`src/design/mbls_map.svh`:
```
/*
 * Constants of the memory-bus lane steering block: widths, encodings,
 * idle pin levels and synchroniser depth.
 * Assumes it is included by the package and by the steering module.
 */
`ifndef MBLS_MAP_SVH
`define MBLS_MAP_SVH

`define MBLS_HI_W        16
`define MBLS_HI_LSB      16
`define MBLS_HI_MSB      31
`define MBLS_DATA_W      32
`define MBLS_LANES       4
`define MBLS_SYNC_DEPTH  3

`define MBLS_KIND_W      3
`define MBLS_KIND_IDLE   3'h0
`define MBLS_KIND_SDRAM  3'h1
`define MBLS_KIND_IO32   3'h2
`define MBLS_KIND_IO16   3'h3
`define MBLS_KIND_ROM    3'h4

`define MBLS_BANK_W      2
`define MBLS_BANK0       2'h0
`define MBLS_BANK1       2'h1
`define MBLS_BANK2       2'h2
`define MBLS_BANK3       2'h3

`define MBLS_MASK_IDLE   1'h1
`define MBLS_CS_IDLE     1'h1
`define MBLS_STRAP_RST   1'h0

`endif

```
`src/design/mbls_pkg.sv`:
```
/*
 * Types of the memory-bus lane steering block.
 * Assumes mbls_map.svh is on the include path.
 */
`include "mbls_map.svh"

package mbls_pkg;

    typedef enum logic [`MBLS_KIND_W-1:0] {
        MBLS_IDLE  = `MBLS_KIND_IDLE,
        MBLS_SDRAM = `MBLS_KIND_SDRAM,
        MBLS_IO32  = `MBLS_KIND_IO32,
        MBLS_IO16  = `MBLS_KIND_IO16,
        MBLS_ROM   = `MBLS_KIND_ROM
    } mbls_kind_t;

    // One bus cycle as the memory controller asks for it.
    typedef struct packed {
        mbls_kind_t                    kind;
        logic                          sdram_cmd;
        logic [`MBLS_BANK_W-1:0]       bank;
        logic [`MBLS_LANES-1:0]        lane_mask;
        logic                          addr_low;
        logic                          high_byte_en;
        logic                          big_endian;
        logic [`MBLS_DATA_W-1:0]       wdata;
        logic                          data_drive;
    } mbls_req_t;

    // Pin-side levels of the steered select and mask outputs.
    typedef struct packed {
        logic                          byte_mask_three;
        logic                          byte_mask_two;
        logic                          byte_mask_one;
        logic                          byte_mask_zero;
        logic [1:0]                    cs_n;
        logic [1:0]                    shared_cs_n;
        logic [1:0]                    cke;
    } mbls_pins_t;

endpackage : mbls_pkg

```
`src/design/mbls_steer.sv`:
```
/*
 * Memory-bus lane steering: chooses what the upper data lines, the four
 * byte-mask pins, the chip selects and the clock enables carry, from the
 * bus-width strap and the kind of access in progress.
 * Assumes a memory controller on core_clk supplies one request a cycle
 * and that the pad ring resolves pin levels from the output enables.
 */
// Functional notes
// - Strap high: the upper sixteen lines carry data bits 16 to 31.
// - Strap low: the upper sixteen lines serve as general I/O pins.
// - Clock enable 0 covers banks 0 and 2, enable 1 banks 1 and 3.
// - Strap high: mask three enables lane 24..31, SDRAM and 32-bit I/O.
// - Strap high: mask two enables lane 16..23, SDRAM and 32-bit I/O.
// - Strap low: mask three selects the SDRAM at bank 3 on a command.
// - Strap low: mask two selects the SDRAM at bank 2 on a command.
// - Wide bus, extended SDRAM fitted: banks 2/3 use shared selects 2/3, banks 0/1 selects 0/1.
// - Mask one enables lane 8..15 for SDRAM and 32-bit I/O.
// - 16-bit I/O: mask one is addr bit 0 if little, high enable if big.
// - Mask zero enables lane 0..7; for 16-bit I/O it swaps with mask one.
// - Shared selects 2/3 serve extended SDRAM if fitted on a wide bus, or extended ROM if fitted without extended SDRAM.
`timescale 1ns/1ps
`include "mbls_map.svh"

module mbls_steer (
    // Clock and reset.
    input  wire logic                       core_clk,
    input  wire logic                       sys_rst,
    // Strap and board configuration.
    input  wire logic                       wide_bus_strap,
    input  wire logic                       ext_sdram_fitted,
    input  wire logic                       ext_rom_fitted,
    // Memory controller request.
    input  wire mbls_pkg::mbls_req_t        req,
    input  wire logic [3:0]                 cke_req,
    input  wire logic [1:0]                 ext_rom_sel,
    // General I/O logic for the upper lines.
    input  wire logic [`MBLS_HI_W-1:0]      gpio_out,
    input  wire logic [`MBLS_HI_W-1:0]      gpio_oe,
    output      logic [`MBLS_HI_W-1:0]      gpio_in,
    // Read data for the upper half of the bus.
    output      logic [`MBLS_HI_W-1:0]      rdata_hi,
    // Upper data pins.
    input  wire logic [`MBLS_HI_W-1:0]      data_hi_pin_in,
    output      logic [`MBLS_HI_W-1:0]      data_hi_pin_out,
    output      logic [`MBLS_HI_W-1:0]      data_hi_pin_oe,
    // Steered select, mask and clock-enable pins.
    output      mbls_pkg::mbls_pins_t       pins,
    // Status.
    output      logic                       wide_bus
);

    logic [`MBLS_SYNC_DEPTH-1:0] strap_sync;
    logic [`MBLS_HI_W-1:0]       hi_s1;
    logic [`MBLS_HI_W-1:0]       hi_s2;
    logic [`MBLS_HI_W-1:0]       hi_s3;
    logic [`MBLS_HI_W-1:0]       hi_stable;
    logic                        is_sdram_cmd;
    logic                        lane_kind;
    mbls_pkg::mbls_pins_t        next_pins;

    // Selects are active low: low when the command targets bank b.
    function automatic logic bank_sel_n(
        input logic       cmd,
        input logic [1:0] bank,
        input logic [1:0] which
    );
        bank_sel_n = ~(cmd && (bank == which));
    endfunction : bank_sel_n

    // A bit takes its synchronised level only once two stages agree, so a
    // line caught mid-change never shows a half-settled value.
    function automatic logic [`MBLS_HI_W-1:0] settle(
        input logic [`MBLS_HI_W-1:0] now_lvl,
        input logic [`MBLS_HI_W-1:0] agree,
        input logic [`MBLS_HI_W-1:0] held
    );
        settle = (now_lvl & agree) | (held & ~agree);
    endfunction : settle

    // The strap is a pin: three stages, then taken once stages two and
    // three agree, so a slow or bouncing strap never flips mid-cycle.
    always_ff @(posedge core_clk) begin
        if (sys_rst) begin
            strap_sync <= {`MBLS_SYNC_DEPTH{`MBLS_STRAP_RST}};
        end else begin
            strap_sync <= {strap_sync[1:0], wide_bus_strap};
        end
    end

    always_ff @(posedge core_clk) begin
        if (sys_rst) begin
            wide_bus <= `MBLS_STRAP_RST;
        end else if (strap_sync[1] == strap_sync[2]) begin
            wide_bus <= strap_sync[2];
        end
    end

    // Upper pins pass the same three-stage chain before any use.
    always_ff @(posedge core_clk) begin
        if (sys_rst) begin
            hi_s1 <= 16'h0000;
            hi_s2 <= 16'h0000;
            hi_s3 <= 16'h0000;
        end else begin
            hi_s1 <= data_hi_pin_in;
            hi_s2 <= hi_s1;
            hi_s3 <= hi_s2;
        end
    end

    assign hi_stable = ~(hi_s2 ^ hi_s3);

    // Only the owner of the lines sees their level; the other reads zero.
    always_ff @(posedge core_clk) begin
        if (sys_rst) begin
            rdata_hi <= 16'h0000;
            gpio_in  <= 16'h0000;
        end else if (wide_bus) begin
            rdata_hi <= settle(hi_s3, hi_stable, rdata_hi);
            gpio_in  <= 16'h0000;
        end else begin
            rdata_hi <= 16'h0000;
            gpio_in  <= settle(hi_s3, hi_stable, gpio_in);
        end
    end

    // Upper pin drivers.
    always_ff @(posedge core_clk) begin
        if (sys_rst) begin
            data_hi_pin_out <= 16'h0000;
            data_hi_pin_oe  <= 16'h0000;
        end else if (wide_bus) begin
            data_hi_pin_out <=
                req.wdata[`MBLS_HI_MSB:`MBLS_HI_LSB];
            data_hi_pin_oe  <= {`MBLS_HI_W{req.data_drive}};
        end else begin
            data_hi_pin_out <= gpio_out;
            data_hi_pin_oe  <= gpio_oe;
        end
    end

    assign is_sdram_cmd = (req.kind == mbls_pkg::MBLS_SDRAM) && req.sdram_cmd;
    assign lane_kind    = (req.kind == mbls_pkg::MBLS_SDRAM)
                       || (req.kind == mbls_pkg::MBLS_IO32)
                       || (req.kind == mbls_pkg::MBLS_ROM);

    always_comb begin
        next_pins = '{
            byte_mask_three: `MBLS_MASK_IDLE,
            byte_mask_two:   `MBLS_MASK_IDLE,
            byte_mask_one:   `MBLS_MASK_IDLE,
            byte_mask_zero:  `MBLS_MASK_IDLE,
            cs_n:            {2{`MBLS_CS_IDLE}},
            shared_cs_n:     {2{`MBLS_CS_IDLE}},
            cke:             2'h0
        };
        next_pins.cke[0] = cke_req[0] | cke_req[2];
        next_pins.cke[1] = cke_req[1] | cke_req[3];
        next_pins.cs_n[0] = bank_sel_n(is_sdram_cmd, req.bank, `MBLS_BANK0);
        next_pins.cs_n[1] = bank_sel_n(is_sdram_cmd, req.bank, `MBLS_BANK1);
        if (lane_kind) begin
            next_pins.byte_mask_one  = req.lane_mask[1];
            next_pins.byte_mask_zero = req.lane_mask[0];
        end else if (req.kind == mbls_pkg::MBLS_IO16) begin
            if (req.big_endian) begin
                next_pins.byte_mask_one  = req.high_byte_en;
                next_pins.byte_mask_zero = req.addr_low;
            end else begin
                next_pins.byte_mask_one  = req.addr_low;
                next_pins.byte_mask_zero = req.high_byte_en;
            end
        end
        if (wide_bus) begin
            if (lane_kind) begin
                next_pins.byte_mask_three = req.lane_mask[3];
                next_pins.byte_mask_two   = req.lane_mask[2];
            end
            if (ext_sdram_fitted) begin
                next_pins.shared_cs_n[0] = bank_sel_n(
                    is_sdram_cmd, req.bank, `MBLS_BANK2);
                next_pins.shared_cs_n[1] = bank_sel_n(
                    is_sdram_cmd, req.bank, `MBLS_BANK3);
            end
        end else begin
            // Narrow bus: the two upper masks become bank 2/3 selects.
            next_pins.byte_mask_three =
                bank_sel_n(is_sdram_cmd, req.bank, `MBLS_BANK3);
            next_pins.byte_mask_two =
                bank_sel_n(is_sdram_cmd, req.bank, `MBLS_BANK2);
        end
        // Extended ROM takes the shared selects only when no extended SDRAM
        // claims them, so the two can never fight on one pin.
        if (ext_rom_fitted && !ext_sdram_fitted
                && req.kind == mbls_pkg::MBLS_ROM) begin
            next_pins.shared_cs_n = ~ext_rom_sel;
        end
    end

    always_ff @(posedge core_clk) begin
        if (sys_rst) begin
            pins <= '{
                byte_mask_three: `MBLS_MASK_IDLE,
                byte_mask_two:   `MBLS_MASK_IDLE,
                byte_mask_one:   `MBLS_MASK_IDLE,
                byte_mask_zero:  `MBLS_MASK_IDLE,
                cs_n:            {2{`MBLS_CS_IDLE}},
                shared_cs_n:     {2{`MBLS_CS_IDLE}},
                cke:             2'h0
            };
        end else begin
            pins <= next_pins;
        end
    end
endmodule : mbls_steer

```
`config.mk`:
```
export PLATFORM = sky130hd
export DESIGN_NAME = mbls_steer
export DESIGN_NICKNAME = d
export VERILOG_FILES = /design/src/design/mbls_pkg.sv /design/src/design/mbls_steer.sv
export VERILOG_INCLUDE_DIRS = /design/src /design/src/design
export SDC_FILE = /design/constraint.sdc
export NUM_CORES = 1
export LEC_CHECK = 0
export BUFFER_PORTS_ARGS = -buffer_cell sky130_fd_sc_hd__clkbuf_2
export CORE_ASPECT_RATIO = 0.7
export CORE_UTILIZATION = 50
export DETAILED_ROUTE_END_ITERATION = 12
export GPL_TIMING_DRIVEN = 0
export PLACE_DENSITY = 0.95
export SETUP_SLACK_MARGIN = 0.1
export SKIP_CTS_REPAIR_TIMING = 1
export SLEW_MARGIN = 20
export SYNTH_ARGS = -nofsm -noshare
export SYNTH_HDL_FRONTEND = slang
export SYNTH_SLANG_ARGS = --single-unit
```
`constraint.sdc`:
```
create_clock -name core_clk -period 3.8 [get_ports core_clk]
set_clock_uncertainty 0.2 [all_clocks]
set_input_delay 0.76 -clock core_clk [delete_from_list [all_inputs] [get_ports core_clk]]
set_output_delay 0.76 -clock core_clk [all_outputs]
set_load 0.01 [all_outputs]
```
==> out/qor.txt, run 1 <==
Worst Hold Class = reg -> reg
Routed Antenna Nets = 0
Leakage = 2.53 nW
Synth Instances = 384
Adder-Cell Fraction of Synth Area = 0
Max cap viols = 0
Slew @ Worst Pin = 0.560 ns
IO Count = 180
Top post-synthesis cells by area = dfxtp_1 (62%), nor2b_1 (7.8%), mux2i_1 (4.4%), o21ai_0 (4.3%), nand2_1 (3.6%)
ANT cells = 0
Critical Path, Cell by Cell = clkbuf_2
RSZ-0062 raised after global routing = false
Switching power = 0.652 mW
Die area = 0.00851 mm²
Ys Warns = 0
Drt first pass iters = 4
Clock Tree Root = clkbuf_16
Via Count = 3336
Arr. time, crit path = 1.09 ns
Number of port buffers = 161
Fillers = 554
Critical Path End Type = output pin
Worst-path clk slew = 0.05 ns
Register area = 0.00252 mm²
Design Area, Final = 0.00563 mm²
R2r startpoint = wide_bus$_SDFFE_PP0N_
Fmax = 488 MHz
GRT overflow = 0
Synth async-reset ratio = 0
Worst slew margin = 0.626
Detailed Route WL = 9700 µm
Net count, final = 669
Vias/cell = 4.93
Hold Fails Final Rpt = 0
Sequential-to-total area share from yosys stat = 0.620
Yosys top cell area share = 0.620
Main synth FF type = dfxtp_1
Area Overhead vs Synth = 38.4%
Dpl hpwl = 7080 µm
CP required = 2.84 ns
1st-iter DRT viols = 183
Die X = 110 µm
Worst setup SP type = register
Flop pwr share = 0.427
Post-Synth XOR/XNOR Area = 0.00431
Buf/Inv on CP = 1
Comb power frac = 0.049
Average size of a mapped cell = 10.6 µm²
Total CTS buffers = 17
Start point of the critical path = wide_bus$_SDFFE_PP0N_
PwrDens = 576 mW/mm²
Synthesized flop and latch total = 126
CP max FO = 6
Core box area = 0.00787 mm²
Multi-input gate area = 0.00142 mm²
Setup CP Type = reg -> out
Final max-slew violation count = 0
Compound-Gate Fraction of Synth Area = 0.135
Critical path's slowest cell = dfxtp_1
Setup Viol. Count Final = 0
Setup TNS = 0 ns
Worst IR drop on VDD = 0.436 mV
Mapped Nets = 489
Status = complete, no violations
Antenna violations before repair = 0
Post-synth EDFFs = 0
Synth unique cells = 27
Rows = 27
Switching share of power = 0.201
TritonCTS clock tree = built
Clock buffer depth = 2
Vias in the first global route = 3376
Residual DRC count = 0
Clock power frac = 0.524
CP max stage delay = 0.50 ns
Most area-hungry cell type in the Yosys netlist = dfxtp_1
Min-delay src = hi_s1[3]$_SDFF_PP0_
Multiplexer share of the synthesized area = 0.0443
Internal power = 2.59 mW
Final Wtd Congestion = 0.753
Initial Util = 0.517
Largest family of logic cells by synthesized area = simple AND/OR/NAND/NOR gates
Largest net degree at the start of global routing = 17
Routed len/inst = 14.3 µm
Kind of cell adding the most delay to the critical path = flip-flops
CTS H-tree lvls = 4
Simple-gate share of the synthesized area = 0.165
Placed inst area = 0.00500 mm²
Fin crit period = 2.05 ns
Top-count cell post-synth = dfxtp_1
Share of cells above drive strength 1 = 0.382
CTS sink cnt = 126
Syn Std Cell Area = 0.00407 mm²
Global-route wire length before repair = 15400 µm
Total global-route track usage = 0.244
Most instantiated cells after synthesis = dfxtp_1 (126), nor2b_1 (51), nand2_1 (39)
Worst skew pair latency = 0.40 ns
Fin crit share = 0.539
Die H = 77.5 µm
==> cell families (layout without fill, tap and decap cells) <==
family          Yosys count  count (layout)
compound gates           90              90
xor+xnor                  2               2
mux                      18              18
simple gates            129             129
flops                   126             126
buf+inv                  19             211
==> layout make-up <==
type | count | share of cell area
plain buffers | 19 | 0.0222
clock buffers | 21 | 0.0835
clock inverters | 10 | 0.0287
multi-input cells | 239 | 0.252
flip-flops and latches | 126 | 0.448
well taps | 101 | 0.0224
repair buffers | 161 | 0.143
==> final timing paths <==
check | end | slack, ns | depth (start not counted)
worst min-delay path | hi_s2[3]$_SDFF_PP0_ | 0.23 | 1
worst max-delay path | wide_bus | 1.75 | 1
worst min register to register | hi_s2[3]$_SDFF_PP0_ | 0.23 | 1
worst max register to register | data_hi_pin_out[9]$_SDFF_PP0_ | 2.26 | 4
==> stage by stage <==
step / worst slack, ns / hold slack, ns / utilization / instances / power, mW
2_1_floorplan: 2.02 / 0.214 / - / 384 / 1.48
3_3_place_gp: 1.93 / 0.218 / 0.635 / 646 / 1.56
3_5_place_dp: 1.89 / 0.220 / 0.635 / 646 / 1.57
4_1_cts: 1.70 / 0.233 / 0.715 / 677 / 3.27
5_1_grt: 1.69 / 0.255 / 0.715 / 677 / 3.35
6_report: 1.75 / 0.230 / 0.715 / 677 / 3.24
==> power by group through the flow <==
stage          Combinational (mW)  Sequential (mW)  Clock, mW
6_report                    0.159             1.39       1.70
5_1_grt                     0.175             1.39       1.79
4_1_cts                     0.160             1.39       1.72
3_5_place_dp                0.159             1.41          0
3_3_place_gp                0.154             1.41          0
2_1_floorplan              0.0638             1.42          0
==> metal layers <==
layer / routed length [µm] / share of wire / global-route usage / vias to the layer above
li1: - / - / - / 1643
met1: 3830 / 0.39 / 0.258 / 1548
met2: 5030 / 0.52 / 0.423 / 123
met3: 589 / 0.061 / 0.0866 / 22
met4: 254 / 0.026 / 0.127 / 0
met5: 0 / 0 / 0 / -
==> placed cells by master, fill, tap and decap left out <==
cell,n
nand2b_1,3
or2_1,1
nand4bb_1,2
nor2b_4,1
buf_4,1
xnor2_1,1
clkinv_4,1
nand2_1,39
nor2_1,25
clkinv_2,2
clkbuf_16,17
a21oi_2,10
and3b_1,1
nor3b_1,1
dfxtp_1,126
o22a_1,2
nor2_2,1
o21ai_0,35
a32oi_1,4
a21oi_1,23
and2_1,1
clkbuf_2,161
a21o_1,16
clkbuf_8,3
mux2i_1,18
nor3_1,2
xor2_1,1
nor2b_1,51
bufinv_16,4
nor3b_2,1
clkinvlp_4,3
buf_2,10
buf_6,5
clkbuf_1,4
(Power assumes the default switching activity.)
==> run 2, diff against run 1 <==
--- a/config.mk
+++ b/config.mk
@@ -8,10 +8,10 @@
 export LEC_CHECK = 0
 export BUFFER_PORTS_ARGS = -buffer_cell sky130_fd_sc_hd__clkbuf_2
 export CORE_ASPECT_RATIO = 0.7
-export CORE_UTILIZATION = 50
+export CORE_UTILIZATION = 46
 export DETAILED_ROUTE_END_ITERATION = 12
 export GPL_TIMING_DRIVEN = 0
-export PLACE_DENSITY = 0.95
+export PLACE_DENSITY = 0.9
 export SETUP_SLACK_MARGIN = 0.1
 export SKIP_CTS_REPAIR_TIMING = 1
 export SLEW_MARGIN = 20
==> constraint.sdc (replaced) <==
create_clock -name core_clk -period 1.9 [get_ports core_clk]
set_clock_uncertainty 0.2 [all_clocks]
set_input_delay 0.38 -clock core_clk [delete_from_list [all_inputs] [get_ports core_clk]]
set_output_delay 0.38 -clock core_clk [all_outputs]
set_load 0.01 [all_outputs]
==> run 2 against run 1 <==
Effect of this change: the run now ends with negative hold slack left; total power is 96% higher; register-to-register slack worse by 1.9 ns; global-route usage is 2.5 points lower; core utilization is 2.8 points lower; flip-flop and latch count stayed put; via count grew 2.8%; critical path depth unchanged.
==> out/qor.txt, run 2 (synthesized netlist as in run 1, its figures left out) <==
Setup CP Type = reg -> out
Final cell count without fillers = 720
RSZ-0062 raised after global routing = false
Routed len/inst = 14.1 µm
Max cap viols = 0
Worst skew pair latency = 0.40 ns
Global-route wire length before repair = 15100 µm
TritonCTS clock tree = built
Fillers = 644
Setup TNS = 0 ns
Worst setup SP type = register
Fin crit share = 0.875
ANT cells = 0
Status = complete, but fails checks
Fmax = 602 MHz
Total global-route track usage = 0.219
PwrDens = 1090 mW/mm²
Most frequent cells in the layout = clkbuf_2 (161), dfxtp_1 (126), nor2b_1 (51)
Net count, final = 692
Kind of cell adding the most delay to the critical path = flip-flops
Die H = 80.7 µm
Final Wtd Congestion = 0.805
Routed Antenna Nets = 0
Leakage = 2.62 nW
Violated checks = negative hold slack
Hold Fails Final Rpt = 3
Critical Path End Type = output pin
Share of cells above drive strength 1 = 0.365
IO Count = 180
Number of port buffers = 161
Core box area = 0.00851 mm²
Residual DRC count = 0
Vias/cell = 4.77
Worst IR drop on VDD = 0.668 mV
Via Count = 3431
Clock buffer depth = 2
Switching power = 1.32 mW
Critical path's slowest cell = dfxtp_1
Comb power frac = 0.057
Rows = 28
Clock Tree Root = clkbuf_16
Commonest non-fill, non-tap cell in the layout = clkbuf_2
Setup Viol. Count Final = 0
Critical Path, Cell by Cell = clkbuf_2
1st-iter DRT viols = 152
Largest net degree at the start of global routing = 17
Die area = 0.00923 mm²
Worst Hold Class = in -> reg
CTS H-tree lvls = 4
Worst slew margin = 0.583
Arr. time, crit path = 1.08 ns
Dpl cells = 665
Dpl hpwl = 7170 µm
Hold Slack = -0.00375 ns
Total CTS buffers = 17
CP required = 1.32 ns
Antenna violations before repair = 0
CP max FO = 6
Slew @ Worst Pin = 0.626 ns
CP max stage delay = 0.49 ns
Die X = 114 µm
Worst-path clk slew = 0.05 ns
Area Overhead vs Synth = 44.0%
Switching share of power = 0.207
Initial Util = 0.478
Buf/Inv on CP = 1
Clock power frac = 0.509
Fin crit period = 1.66 ns
Internal power = 5.06 mW
Vias in the first global route = 3351
Drt first pass iters = 4
CTS sink cnt = 126
Flop pwr share = 0.434
Detailed Route WL = 10100 µm
Final max-slew violation count = 0
GRT overflow = 0
-- run 2: cell count changes in the layout (fill, tap and decap cells not counted), sizes merged --
cell | before | now
dlygate4sd3 | 0 | 23
clkinv | 3 | 5
bufinv | 4 | 3
clkinvlp | 3 | 2
clkbuf | 185 | 186
-- run 2: layout make-up --
class                   count  area (µm²)  area share
flip-flops and latches    126        2520       0.431
multi-input cells         239        1420       0.243
repair buffers            184        1040       0.177
clock buffers              22         464      0.0793
well taps                 120         150      0.0256
clock inverters            10         138      0.0235
plain buffers              19         125      0.0214
-- run 2: per-layer routing --
layer / vias up / GRT usage / part of all wire
li1: 1695 / - / -
met1: 1606 / 0.232 / 0.41
met2: 117 / 0.401 / 0.51
met3: 13 / 0.0664 / 0.059
met4: 0 / 0.105 / 0.014
met5: - / 0 / 0
-- run 2: stage by stage --
| step | power (mW) | util | area, µm² | hold WS (ns) | setup WS [ns] |
|---|---|---|---|---|---|
| 2_1_floorplan | 2.97 | - | 4070 | 0.214 | 0.498 |
| 3_3_place_gp | 3.13 | 0.590 | 5020 | 0.218 | 0.389 |
| 3_5_place_dp | 3.15 | 0.590 | 5020 | 0.223 | 0.356 |
| 4_1_cts | 6.37 | 0.661 | 5630 | -0.0476 | 0.225 |
| 5_1_grt | 6.56 | 0.688 | 5860 | -0.00359 | 0.179 |
| 6_report | 6.38 | 0.688 | 5860 | -0.00375 | 0.238 |
-- run 2: worst paths after layout --
| path | startpoint | endpoint | slack [ns] | cells past startpoint |
|---|---|---|---|---|
| min reg2reg | hi_s1[7]$_SDFF_PP0_ | hi_s2[7]$_SDFF_PP0_ | 0.23 | 1 |
| min | data_hi_pin_in[6] | hi_s1[6]$_SDFF_PP0_ | -0.004 | 2 |
| max | wide_bus$_SDFFE_PP0N_ | wide_bus | 0.24 | 1 |
| max reg2reg | wide_bus$_SDFFE_PP0N_ | data_hi_pin_out[7]$_SDFF_PP0_ | 0.35 | 4 |
-- run 2: power groups by stage --
stage               Sequential [mW]  Clock, mW  Combinational [mW]
floorplan                      2.84          0               0.128
detailed placement             2.82          0               0.322
CTS                            2.77       3.28               0.325
global placement               2.82          0               0.310
finish                         2.77       3.25               0.361
global route                   2.78       3.39               0.392
